==> config.mk <==
export PLATFORM = sky130hd
export DESIGN_NAME = byte_op_instruction_decoder
export DESIGN_NICKNAME = d
export VERILOG_FILES = /design/src/byte_op_pkg.sv /design/src/byte_alu.sv /design/src/byte_op_instruction_decoder.sv /design/src/insn_decode.sv
export SDC_FILE = /design/constraint.sdc
export NUM_CORES = 1
export LEC_CHECK = 0
export BUFFER_PORTS_ARGS = -buffer_cell sky130_fd_sc_hd__buf_2
export CAP_MARGIN = 20
export CELL_PAD_IN_SITES_DETAIL_PLACEMENT = 0
export CELL_PAD_IN_SITES_GLOBAL_PLACEMENT = 1
export CORE_ASPECT_RATIO = 1.75
export CORE_MARGIN = 2
export CORE_UTILIZATION = 39
export CTS_CLUSTER_DIAMETER = 120
export CTS_CLUSTER_SIZE = 20
export DETAILED_ROUTE_END_ITERATION = 10
export GPL_TIMING_DRIVEN = 0
export PLACE_DENSITY_LB_ADDON = 0.1
export SLEW_MARGIN = 5
export SYNTH_ARGS = -nofsm -noshare
export SYNTH_HDL_FRONTEND = slang
export SYNTH_SLANG_ARGS = --single-unit
export TNS_END_PERCENT = 50
==> constraint.sdc <==
create_clock -name clk_sys -period 3.1 [get_ports clk_sys]
set_input_delay 0.31 -clock clk_sys [delete_from_list [all_inputs] [get_ports clk_sys]]
set_output_delay 0.31 -clock clk_sys [all_outputs]
set_load 0.01 [all_outputs]
==> src/byte_op_pkg.sv <==
package byte_op_pkg;

  // ----------------------------------------------------------------
  // Instruction word layout
  // ----------------------------------------------------------------
  localparam int INSN_W      = 14;
  localparam int FADDR_W     = 7;
  localparam int DEST_POS    = 7;
  localparam int BIT_LSB     = 7;
  localparam int PTR_POS     = 6;
  localparam int OPC_LSB     = 8;
  localparam int CLS_LSB     = 12;
  localparam int DATA_W      = 8;
  localparam int PHASES      = 4;

  // ----------------------------------------------------------------
  // Class codes (top two bits)
  // ----------------------------------------------------------------
  localparam logic [1:0] CLS_BYTE = 2'h0;
  localparam logic [1:0] CLS_BIT  = 2'h1;
  localparam logic [1:0] CLS_JMP  = 2'h2;
  localparam logic [1:0] CLS_LIT  = 2'h3;

  // ----------------------------------------------------------------
  // Upper opcode fields: six bits, five for OP_RELJMP, two for bit ops
  // ----------------------------------------------------------------
  localparam logic [5:0] OP_ADD      = 6'h07;
  localparam logic [5:0] OP_ADDC     = 6'h3D;
  localparam logic [5:0] OP_AND      = 6'h05;
  localparam logic [5:0] OP_OR       = 6'h04;
  localparam logic [5:0] OP_ASR      = 6'h37;
  localparam logic [5:0] OP_LSL      = 6'h35;
  localparam logic [5:0] OP_LSR      = 6'h36;
  localparam logic [5:0] OP_RL       = 6'h0D;
  localparam logic [5:0] OP_RR       = 6'h0C;
  localparam logic [5:0] OP_DECSKIP  = 6'h0B;
  localparam logic [5:0] OP_INCSKIP  = 6'h0F;
  localparam logic [5:0] OP_RETLIT   = 6'h34;
  localparam logic [4:0] OP_RELJMP   = 5'h19;
  localparam logic [1:0] BITOP_CLR   = 2'h2;
  localparam logic [1:0] BITOP_SET   = 2'h3;

  // Full-word control opcodes
  localparam logic [13:0] W_RETURN   = 14'h0008;
  localparam logic [13:0] W_IRQEXIT  = 14'h0009;
  localparam logic [13:0] W_CALLACC  = 14'h000A;
  localparam logic [13:0] W_RELACC   = 14'h000B;

  // Indirect access register locations, one per pointer
  localparam logic [6:0] INDIRECT_0  = 7'h00;
  localparam logic [6:0] INDIRECT_1  = 7'h01;

  // Reset values
  localparam logic [7:0] ACC_RST     = 8'h00;

  typedef enum logic [1:0] {CL_BYTE, CL_BIT, CL_LITCTL} insn_class_t;

  typedef enum logic [3:0] {
    ALU_NONE, ALU_ADD, ALU_ADDC, ALU_AND, ALU_OR, ALU_ASR,
    ALU_LSL, ALU_LSR, ALU_RL, ALU_RR
  } alu_op_t;

  typedef struct packed {
    insn_class_t  cls;
    alu_op_t      op;
    logic         dest_file;
    logic [6:0]   faddr;
    logic [2:0]   bitsel;
    logic         ptr_sel;
    logic         two_cycle;
    logic         cond_skip;
    logic         skip_on_set;
    logic         uses_file;
  } decoded_t;

  typedef struct packed {
    logic c;
    logic dc;
    logic z;
  } flags_t;

  typedef struct packed {
    logic       we_file;
    logic       we_acc;
    logic [6:0] addr;
    logic [7:0] data;
  } result_t;

endpackage : byte_op_pkg

==> src/byte_alu.sv <==
`timescale 1ns/1ns
`default_nettype none
module byte_alu
  import byte_op_pkg::*;
(
  input  wire logic     [7:0] acc,     // Accumulator
  input  wire logic     [7:0] fval,    // File register read value
  input  wire flags_t         fin,     // Flags in
  input  wire alu_op_t        op,      // Operation
  output var  logic     [7:0] res,     // Result
  output var  flags_t         fout     // Flags out
);

  always_comb
  begin
    logic [8:0] sum;
    logic [4:0] lo;
    logic       cin;
    cin  = (op == ALU_ADDC) ? fin.c : 1'b0;
    sum  = {1'b0, acc} + {1'b0, fval} + {8'h00, cin};
    lo   = {1'b0, acc[3:0]} + {1'b0, fval[3:0]} + {4'h0, cin};
    res  = fval;
    fout = fin;
    case (op)
      ALU_ADD, ALU_ADDC:
      begin
        res     = sum[7:0];
        fout.c  = sum[8];
        fout.dc = lo[4];
        fout.z  = (sum[7:0] == 8'h00);
      end
      ALU_AND:
      begin
        res    = acc & fval;
        fout.z = ((acc & fval) == 8'h00);
      end
      ALU_OR:
      begin
        res    = acc | fval;
        fout.z = ((acc | fval) == 8'h00);
      end
      ALU_ASR:
      begin
        res    = {fval[7], fval[7:1]};
        fout.c = fval[0];
        fout.z = ({fval[7], fval[7:1]} == 8'h00);
      end
      ALU_LSL:
      begin
        res    = {fval[6:0], 1'b0};
        fout.c = fval[7];
        fout.z = (fval[6:0] == 7'h00);
      end
      ALU_LSR:
      begin
        res    = {1'b0, fval[7:1]};
        fout.c = fval[0];
        fout.z = (fval[7:1] == 7'h00);
      end
      ALU_RL:
      begin
        res    = {fval[6:0], fin.c};
        fout.c = fval[7];
      end
      ALU_RR:
      begin
        res    = {fin.c, fval[7:1]};
        fout.c = fval[0];
      end
      default:
      begin
        res  = fval;
        fout = fin;
      end
    endcase
  end

endmodule : byte_alu
`default_nettype wire

==> src/byte_op_instruction_decoder.sv <==
// Contract
// - Each instruction is one 14-bit word with opcode and all operands.
// - Opcodes sort into byte, bit, and literal/control classes.
// - One cycle per instruction; both subroutine calls take two.
// - All three returns take two instruction cycles.
// - Jumps, and skips when taken, take two instruction cycles.
// - Indirect access while pointer selects program memory adds one cycle.
// - Each instruction cycle is four oscillator clock periods.
// - File instructions read the register, modify, then store the result.
// - Destination bit zero writes accumulator, one writes file register.
// - File address field is seven bits, 0x00 to 0x7F.
// - Bit field picks one of eight bits in the register.
// - Don't-care instruction bits do not change the decoded operation.
// - Pointer number field picks pointer pair zero or one; ptr_sel is left unused, the file address picks the pointer.
// - 00 0111 adds, 11 1101 adds with carry; C, DC, Z updated.
// - 00 0101 is AND, 00 0100 is OR; AND updates zero.
// - 11 0111 ASR, 11 0101 LSL, 11 0110 LSR; C and Z.
// - 00 1101 rotate left, 00 1100 rotate right through carry.
// - The extra cycle of a two-cycle instruction executes as no-op.
`timescale 1ns/1ns
`default_nettype none
module byte_op_instruction_decoder
  import byte_op_pkg::*;
(
  input  wire logic                  clk_sys,     // Oscillator clock
  input  wire logic                  rst_n,       // Sync reset, low
  input  wire logic [INSN_W-1:0]     insn,        // Fetched word
  input  wire logic [DATA_W-1:0]     file_rdata,  // File read data
  input  wire logic                  ptr0_prog,   // Pointer 0 MSb set
  input  wire logic                  ptr1_prog,   // Pointer 1 MSb set
  input  wire logic                  skip_zero,   // Inc/dec result zero
  output logic                       fetch,       // Word taken this edge
  output logic [1:0]                 phase,       // Oscillator phase
  output logic                       file_re,     // File read strobe
  output logic [FADDR_W-1:0]         file_addr,   // File address
  output logic                       file_we,     // File write strobe
  output logic [DATA_W-1:0]          file_wdata,  // File write data
  output logic [DATA_W-1:0]          acc,         // Accumulator
  output byte_op_pkg::flags_t        flags,       // C, DC, Z
  output byte_op_pkg::insn_class_t   cls,         // Current class
  output logic                       idle_cycle,  // No-op cycle running
  output logic                       stall        // Indirect stall cycle running
);

  // ----------------------------------------------------------------
  // Decode
  // ----------------------------------------------------------------
  decoded_t         dec;
  logic [7:0]       alu_res;
  flags_t           alu_flags;

  insn_decode u_dec
  (
    .insn (insn),
    .dec  (dec)
  );

  // ----------------------------------------------------------------
  // Sequencer
  // ----------------------------------------------------------------
  typedef enum {S_EXEC, S_INDIRECT, S_NOP} seq_t;

  seq_t             st_q, st_d;
  logic [1:0]       ph_q, ph_d;
  decoded_t         cur_q, cur_d;
  logic [7:0]       rd_q, rd_d;
  logic [7:0]       acc_q, acc_d;
  flags_t           fl_q, fl_d;
  logic             fetch_q, fetch_d;
  logic             re_q, re_d;
  logic             we_q, we_d;
  logic [7:0]       wd_q, wd_d;
  logic [6:0]       fa_q, fa_d;
  logic             last_ph;
  logic             ind_prog;
  logic             bit_val;
  logic             skip_taken;
  logic             idle_q, idle_d;
  logic             stall_q, stall_d;

  byte_alu u_alu
  (
    .acc  (acc_q),
    .fval (rd_q),
    .fin  (fl_q),
    .op   (cur_q.op),
    .res  (alu_res),
    .fout (alu_flags)
  );

  assign last_ph  = (ph_q == 2'(PHASES - 1));
  // Indirect access register picked by the address field
  assign ind_prog = (dec.faddr == INDIRECT_0 && ptr0_prog)
                 || (dec.faddr == INDIRECT_1 && ptr1_prog);
  assign bit_val  = rd_q[cur_q.bitsel];
  assign skip_taken = cur_q.cond_skip
                   && ((cur_q.cls == CL_BIT)
                       ? (bit_val == cur_q.skip_on_set)
                       : skip_zero);

  always_comb
  begin
    st_d    = st_q;
    ph_d    = ph_q + 2'd1;
    cur_d   = cur_q;
    rd_d    = rd_q;
    acc_d   = acc_q;
    fl_d    = fl_q;
    fetch_d = 1'b0;
    re_d    = 1'b0;
    we_d    = 1'b0;
    wd_d    = wd_q;
    fa_d    = fa_q;
    // Strobe the read in phase 2 so the value is stable by the modify phase
    if (ph_q == 2'd1 && st_q == S_EXEC && cur_q.uses_file)
    begin
      re_d = 1'b1;
      fa_d = cur_q.faddr;
    end
    if (ph_q == 2'd2 && st_q == S_EXEC && cur_q.uses_file)
    begin
      rd_d = file_rdata;
    end
    if (last_ph)
    begin
      case (st_q)
        S_EXEC:
        begin
          if (cur_q.op != ALU_NONE)
          begin
            fl_d = alu_flags;
            if (cur_q.dest_file)
            begin
              we_d = 1'b1;
              wd_d = alu_res;
            end
            else
            begin
              acc_d = alu_res;
            end
          end
          if (cur_q.two_cycle || skip_taken)
          begin
            st_d = S_NOP;
          end
          else
          begin
            fetch_d = 1'b1;
            cur_d   = dec;
            st_d    = (dec.uses_file && ind_prog)
                      ? S_INDIRECT : S_EXEC;
          end
        end
        S_INDIRECT:
        begin
          // Stall runs first; the word then executes as usual
          st_d = S_EXEC;
        end
        S_NOP:
        begin
          // Second cycle retires nothing
          fetch_d = 1'b1;
          cur_d   = dec;
          st_d    = (dec.uses_file && ind_prog)
                    ? S_INDIRECT : S_EXEC;
        end
        default:
        begin
          st_d = S_EXEC;
        end
      endcase
    end
    // Status levels follow the next state so they leave a flop
    idle_d  = (st_d == S_NOP);
    stall_d = (st_d == S_INDIRECT);
  end

  always_ff @(posedge clk_sys)
  begin
    if (!rst_n)
    begin
      st_q    <= S_NOP;
      ph_q    <= 2'd0;
      cur_q   <= '0;
      rd_q    <= 8'h00;
      acc_q   <= ACC_RST;
      fl_q    <= '0;
      fetch_q <= 1'b0;
      re_q    <= 1'b0;
      we_q    <= 1'b0;
      wd_q    <= 8'h00;
      fa_q    <= 7'h00;
      idle_q  <= 1'b1;
      stall_q <= 1'b0;
    end
    else
    begin
      st_q    <= st_d;
      ph_q    <= ph_d;
      cur_q   <= cur_d;
      rd_q    <= rd_d;
      acc_q   <= acc_d;
      fl_q    <= fl_d;
      fetch_q <= fetch_d;
      re_q    <= re_d;
      we_q    <= we_d;
      wd_q    <= wd_d;
      fa_q    <= fa_d;
      idle_q  <= idle_d;
      stall_q <= stall_d;
    end
  end

  assign fetch      = fetch_q;
  assign phase      = ph_q;
  assign file_re    = re_q;
  assign file_addr  = fa_q;
  assign file_we    = we_q;
  assign file_wdata = wd_q;
  assign acc        = acc_q;
  assign flags      = fl_q;
  assign cls        = cur_q.cls;
  assign idle_cycle = idle_q;
  assign stall      = stall_q;
endmodule : byte_op_instruction_decoder
`default_nettype wire

==> src/insn_decode.sv <==
`timescale 1ns/1ns
`default_nettype none
module insn_decode
  import byte_op_pkg::*;
(
  input  wire logic [13:0] insn,    // Instruction word
  output var  decoded_t    dec      // Decoded fields
);

  always_comb
  begin
    logic [5:0] up;
    up = insn[13:8];
    dec = '0;
    dec.faddr     = insn[FADDR_W-1:0];
    dec.dest_file = insn[DEST_POS];
    dec.bitsel    = insn[BIT_LSB+2:BIT_LSB];
    dec.ptr_sel   = insn[PTR_POS];
    dec.op        = ALU_NONE;
    // Class from the top bits; 11 xxxx byte ops are re-sorted below
    case (insn[13:12])
      CLS_BYTE: dec.cls = CL_BYTE;
      CLS_BIT:  dec.cls = CL_BIT;
      default:  dec.cls = CL_LITCTL;
    endcase
    dec.uses_file = (insn[13:12] != CLS_JMP);
    case (up)
      OP_ADD:  dec.op = ALU_ADD;
      OP_ADDC: dec.op = ALU_ADDC;
      OP_AND:  dec.op = ALU_AND;
      OP_OR:   dec.op = ALU_OR;
      OP_ASR:  dec.op = ALU_ASR;
      OP_LSL:  dec.op = ALU_LSL;
      OP_LSR:  dec.op = ALU_LSR;
      OP_RL:   dec.op = ALU_RL;
      OP_RR:   dec.op = ALU_RR;
      default: dec.op = ALU_NONE;
    endcase
    if (dec.op != ALU_NONE)
    begin
      dec.cls = CL_BYTE;
    end
    if (insn[13:12] == CLS_LIT)
    begin
      dec.uses_file = (dec.op != ALU_NONE);
    end
    // Fixed-cost branches, calls and returns
    if (insn[13:12] == CLS_JMP || up == OP_RETLIT
        || insn[13:9] == OP_RELJMP
        || insn == W_RETURN || insn == W_IRQEXIT
        || insn == W_CALLACC || insn == W_RELACC)
    begin
      dec.two_cycle = 1'b1;
      dec.uses_file = 1'b0;
    end
    if (up == OP_DECSKIP || up == OP_INCSKIP)
    begin
      dec.cond_skip = 1'b1;
    end
    if (insn[13:12] == CLS_BIT && insn[11:10] == BITOP_CLR)
    begin
      dec.cond_skip = 1'b1;
    end
    if (insn[13:12] == CLS_BIT && insn[11:10] == BITOP_SET)
    begin
      dec.cond_skip   = 1'b1;
      dec.skip_on_set = 1'b1;
    end
    if (insn[13:8] == 6'h00 && insn[7:4] == 4'h0)
    begin
      dec.uses_file = 1'b0;
    end
  end

endmodule : insn_decode
`default_nettype wire
==> results.tsv <==
stage	metric	value	unit
run_status	outcome	complete, no violations	
timing	Worst-Margin Slew	723.7	ps
global_route	initial antenna violation count	0	
worst_setup_path	Critical Path AT	3260	ps
logic_synthesis	syn_area_per_cell	8.617	um2
clocking	CTS tree	done	
timing	Setup violations, final	0	
floorplan	row cnt	53	
timing	RSZ-0062 raised after global routing	false	
floorplan	die height	151.0	um
hold_path	Min-Delay Path Class	in -> reg	
cells_and_area	Ant. Diodes	0	
detailed_routing	DR vias	4497	
worst_setup_path	Worst Setup End Kind	flip-flop	
global_route	vias in the first global route	4518	
placed_design	Placement Cell Area	5319	um2
worst_setup_path	slowest cell on the critical path	or4_1	
cells_and_area	layout cells sized above 1	19.35	%
placed_design	hpwl dp	11.97	mm
power_and_ir_drop	Gate power share	5.8	%
floorplan	Starting Density	40.13	%
clocking	cts bufs inserted	9	
detailed_routing	Total Routed Length	15.56	mm
clocking	Clock transition at path regs	80	ps
global_route	grt ovf	0	
global_route	first-pass GRT wire length	24.23	mm
worst_setup_path	WP depth	11	
detailed_routing	Via density	5.545	
power_and_ir_drop	Seq pwr share	48.8	%
timing	Fmax	335.8	MHz
timing	Layout Skew	14.56	ps
power_and_ir_drop	VDD IR-drop max	0.2853	mV
power_and_ir_drop	power share of the clock group	45.4	%
worst_setup_path	worst-path maximum fanout	3	
logic_synthesis	count of cell types in the netlist	70	
detailed_routing	DRT iter0 DRCs	212	
cells_and_area	synthesis-to-finish area growth	21.01	%
detailed_routing	WL/cell	19.19	um
timing	Slew Limit Headroom	51.24	%
worst_setup_path	slowest cell delay on critical path	500	ps
logic_synthesis	Mapped Cells	559	
global_route	largest net degree at the start of global routing	21	
power_and_ir_drop	NetSw	0.0006499	W
clocking	worst-skew pair later-pin latency	350	ps
hold_path	Hold Path Stages	3	
worst_setup_path	Crit path buffers/inverters	2	
timing	final worst setup slack	121.7	ps
placed_design	pre-CTS WS	-556.4	ps
worst_setup_path	Crit Path Category	reg -> reg	
worst_setup_path	critical path, cell by cell	clkbuf_16, buf_8, nor2_2, and3_4, fa_2, fa_2, xor2_1, nor4_2, o2111ai_1, or4_1, a31oi_1	
cells_and_area	cell area after layout	5829	um2
timing	pins over their slew limit	0	
timing	Tmin final	2978	ps
power_and_ir_drop	Leak	2.550	nW
floorplan	area of the core	12000	um2
logic_synthesis	number of synthesized flops with an enable pin	0	
clocking	Root Buffer	clkbuf_16	
power_and_ir_drop	switching portion of total power	26.18	%
worst_setup_path	cells on worst reg2reg path	11	
placed_design	gp weighted congestion	0.9544	
cells_and_area	Layout Nets	689	
timing	final hold viol count	0	
worst_setup_path	CP top delay family	simple AND/OR/NAND/NOR gates	
worst_setup_path	crit-path most repeated cell	fa_2	
power_and_ir_drop	internal power	0.001832	W
worst_setup_path	Worst setup SP type	flip-flop	
power_and_ir_drop	PwrDens	425.8	nW/um2
logic_synthesis	asr flop ratio synth	0	%
run	max_cap viols	0	
placed_design	Port Buffers	56	
clocking	CTS H-Tree Depth	3	
logic_synthesis	Syn. warnings	0	
logic_synthesis	synthesized cell area	4817	um2
cells_and_area	fill count	1198	
floorplan	die width	88.01	um
logic_synthesis	sequential-to-total area share from yosys stat	38.65	%
detailed_routing	DR DRC count	0	
floorplan	I/O pin total	62	
detailed_routing	Final ANT Viol Nets	0	
timing	fin crit share	96.08	%
clocking	CTS sink count	93	
cells_and_area	Util after Layout	48.57	%
logic_synthesis	commonest register cell after synthesis	dfxtp_1	
clocking	deepest clock path buffer count	2	
detailed_routing	Initial DRT Pass Iterations	5	
global_route	total track usage	24.41	%
logic_synthesis	count of state elements after synthesis	93	
worst_setup_path	Required @ worst endpoint	3390	ps
logic_synthesis	syn nets	607	
floorplan	Die Area	13290	um2
[cell usage in the layout, fill, tap and decap left out, types with 4 or more instances in the layout]
cell,count
dfxtp_1,90
nor2_1,60
buf_2,58
nand2_1,39
and2_1,32
mux2i_1,32
o21ai_0,27
inv_1,25
a21oi_1,25
clkbuf_1,21
buf_4,20
ha_1,19
nand3_1,13
nor4_1,12
clkbuf_16,10
nor3_1,10
a211oi_1,9
o22ai_1,8
or4_1,6
nand4_1,6
nand2b_1,6
nand3b_1,5
a31oi_1,5
nor2b_1,4
a22oi_1,4
xor2_1,4
[Yosys cell counts, drive strengths merged (3+ instances only)]
| cell | number | area share (%) |
|---|---|---|
| or3b | 3 | 0.55 |
| mux2i | 33 | 6.9 |
| o21ai | 27 | 2.8 |
| nand4 | 7 | 1.0 |
| o31ai | 3 | 0.47 |
| ha | 19 | 4.9 |
| inv | 25 | 1.9 |
| a211o | 3 | 0.55 |
| nor3 | 10 | 1.0 |
| a221oi | 3 | 0.55 |
| a31oi | 5 | 0.65 |
| or2 | 4 | 0.52 |
| nor2 | 62 | 4.9 |
| nand2 | 39 | 3.0 |
| buf | 10 | 1.1 |
| a22oi | 4 | 0.62 |
| xor2 | 4 | 0.73 |
| o22ai | 8 | 1.0 |
| o221ai | 3 | 0.55 |
| nor2b | 5 | 0.65 |
| nand2b | 6 | 0.78 |
| a21oi | 26 | 2.7 |
| dfxtp | 93 | 39 |
| nand3b | 5 | 0.78 |
| nand3 | 13 | 1.4 |
| or4 | 6 | 0.93 |
| clkbuf | 25 | 1.9 |
| and2 | 32 | 4.2 |
| nor4 | 14 | 1.9 |
| o2111ai | 3 | 0.55 |
| o21a | 3 | 0.47 |
| a211oi | 11 | 1.7 |
| and3 | 3 | 0.39 |
| o211ai | 3 | 0.57 |
[cell type report]
class | instances | area [um2] | share of cell area, %
multi-input cells | 405 | 2753 | 47.22
flip-flops and latches | 93 | 1871 | 32.09
repair buffers | 73 | 407.9 | 6.997
clock buffers | 9 | 225.2 | 3.863
well taps | 165 | 206.4 | 3.542
plain buffers | 33 | 182.7 | 3.134
inverters | 26 | 97.59 | 1.674
clock inverters | 7 | 86.33 | 1.481
[metal layers]
layer	vias to the layer above	wire length, um	global-route usage [%]
li1	2170	-	-
met1	2159	5708	25.19
met2	131	8560	45.91
met3	37	479	3.542
met4	0	814	13.18
met5	-	0	0
[final timing paths]
kind / from / to / slack (ps)
setup / recovery: cur_q[19] / flags[0] / 120
hold / removal: file_rdata[7] / rd_q[7] / 190
setup reg to reg: cur_q[19] / flags[0] / 120
hold reg to reg: file_wdata[2] / file_wdata[2] / 450
[cells by family (layout without fill, tap and decap cells)]
kind of cell    after synthesis  after routing  synth area share, %
compound gates              122            122                16.99
simple gates                220            220                24.36
mux                          36             36                8.104
flops                        93             93                38.65
xor+xnor                      6              6                1.091
buf+inv                      61            148                5.039
fa+ha+maj                    21             21                5.766
[per-stage QoR]
step	hold WS [ps]	std cells	setup TNS (ps)	power, W
4_1_cts	181.8	812	-38.94	0.002515
2_1_floorplan	420.5	559	0	0.001327
6_report	188.0	811	0	0.002482
5_1_grt	185.9	811	0	0.002575
3_5_place_dp	437.9	780	-2340	0.001385
3_3_place_gp	433.3	780	-2319	0.001383
[sequential cells by signal, summed over array words and instances, names as in the netlist]
name,count
fetch,1
cls,2
file_we,1
acc,8
st_q,32
file_addr,7
phase,2
file_wdata,8
idle_cycle,1
file_re,1
rd_q,8
stall,1
cur_q,18
flags,3
[repair_timing]
item | 4_1_cts | 5_1_grt
gates cloned | 0 | 0
hold endpoints to repair | 0 | 0
hold buffers | 0 | 0
endpoints found under the setup margin | 8 | 3
pin swaps | 8 | 6
gates resized for setup | 23 | 3
setup buffers | 17 | 1
[worst register-to-register path, delay by kind of cell, from the launching register on]
| kind | cells | cell delay [ps] |
|---|---|---|
| AO/OA/AOI/OAI | 2 | 310 |
| XOR/XNOR | 1 | 190 |
| adder cells (fa/ha/maj) | 2 | 780 |
| buffers and inverters | 2 | 200 |
| flip-flops | 1 | 350 |
| AND/OR/NAND/NOR | 4 | 1110 |
[power by group through the flow]
| stage | clock [W] | sequential, W | combinational (W) |
|---|---|---|---|
| floorplan | 0 | 0.00124 | 0.0000866 |
| global placement | 0 | 0.00124 | 0.000143 |
| detailed placement | 0 | 0.00124 | 0.000144 |
| CTS | 0.00116 | 0.00121 | 0.000147 |
| global route | 0.00120 | 0.00121 | 0.000161 |
| finish | 0.00113 | 0.00121 | 0.000145 |
No activity file was read; power rests on OpenSTA's default activity.
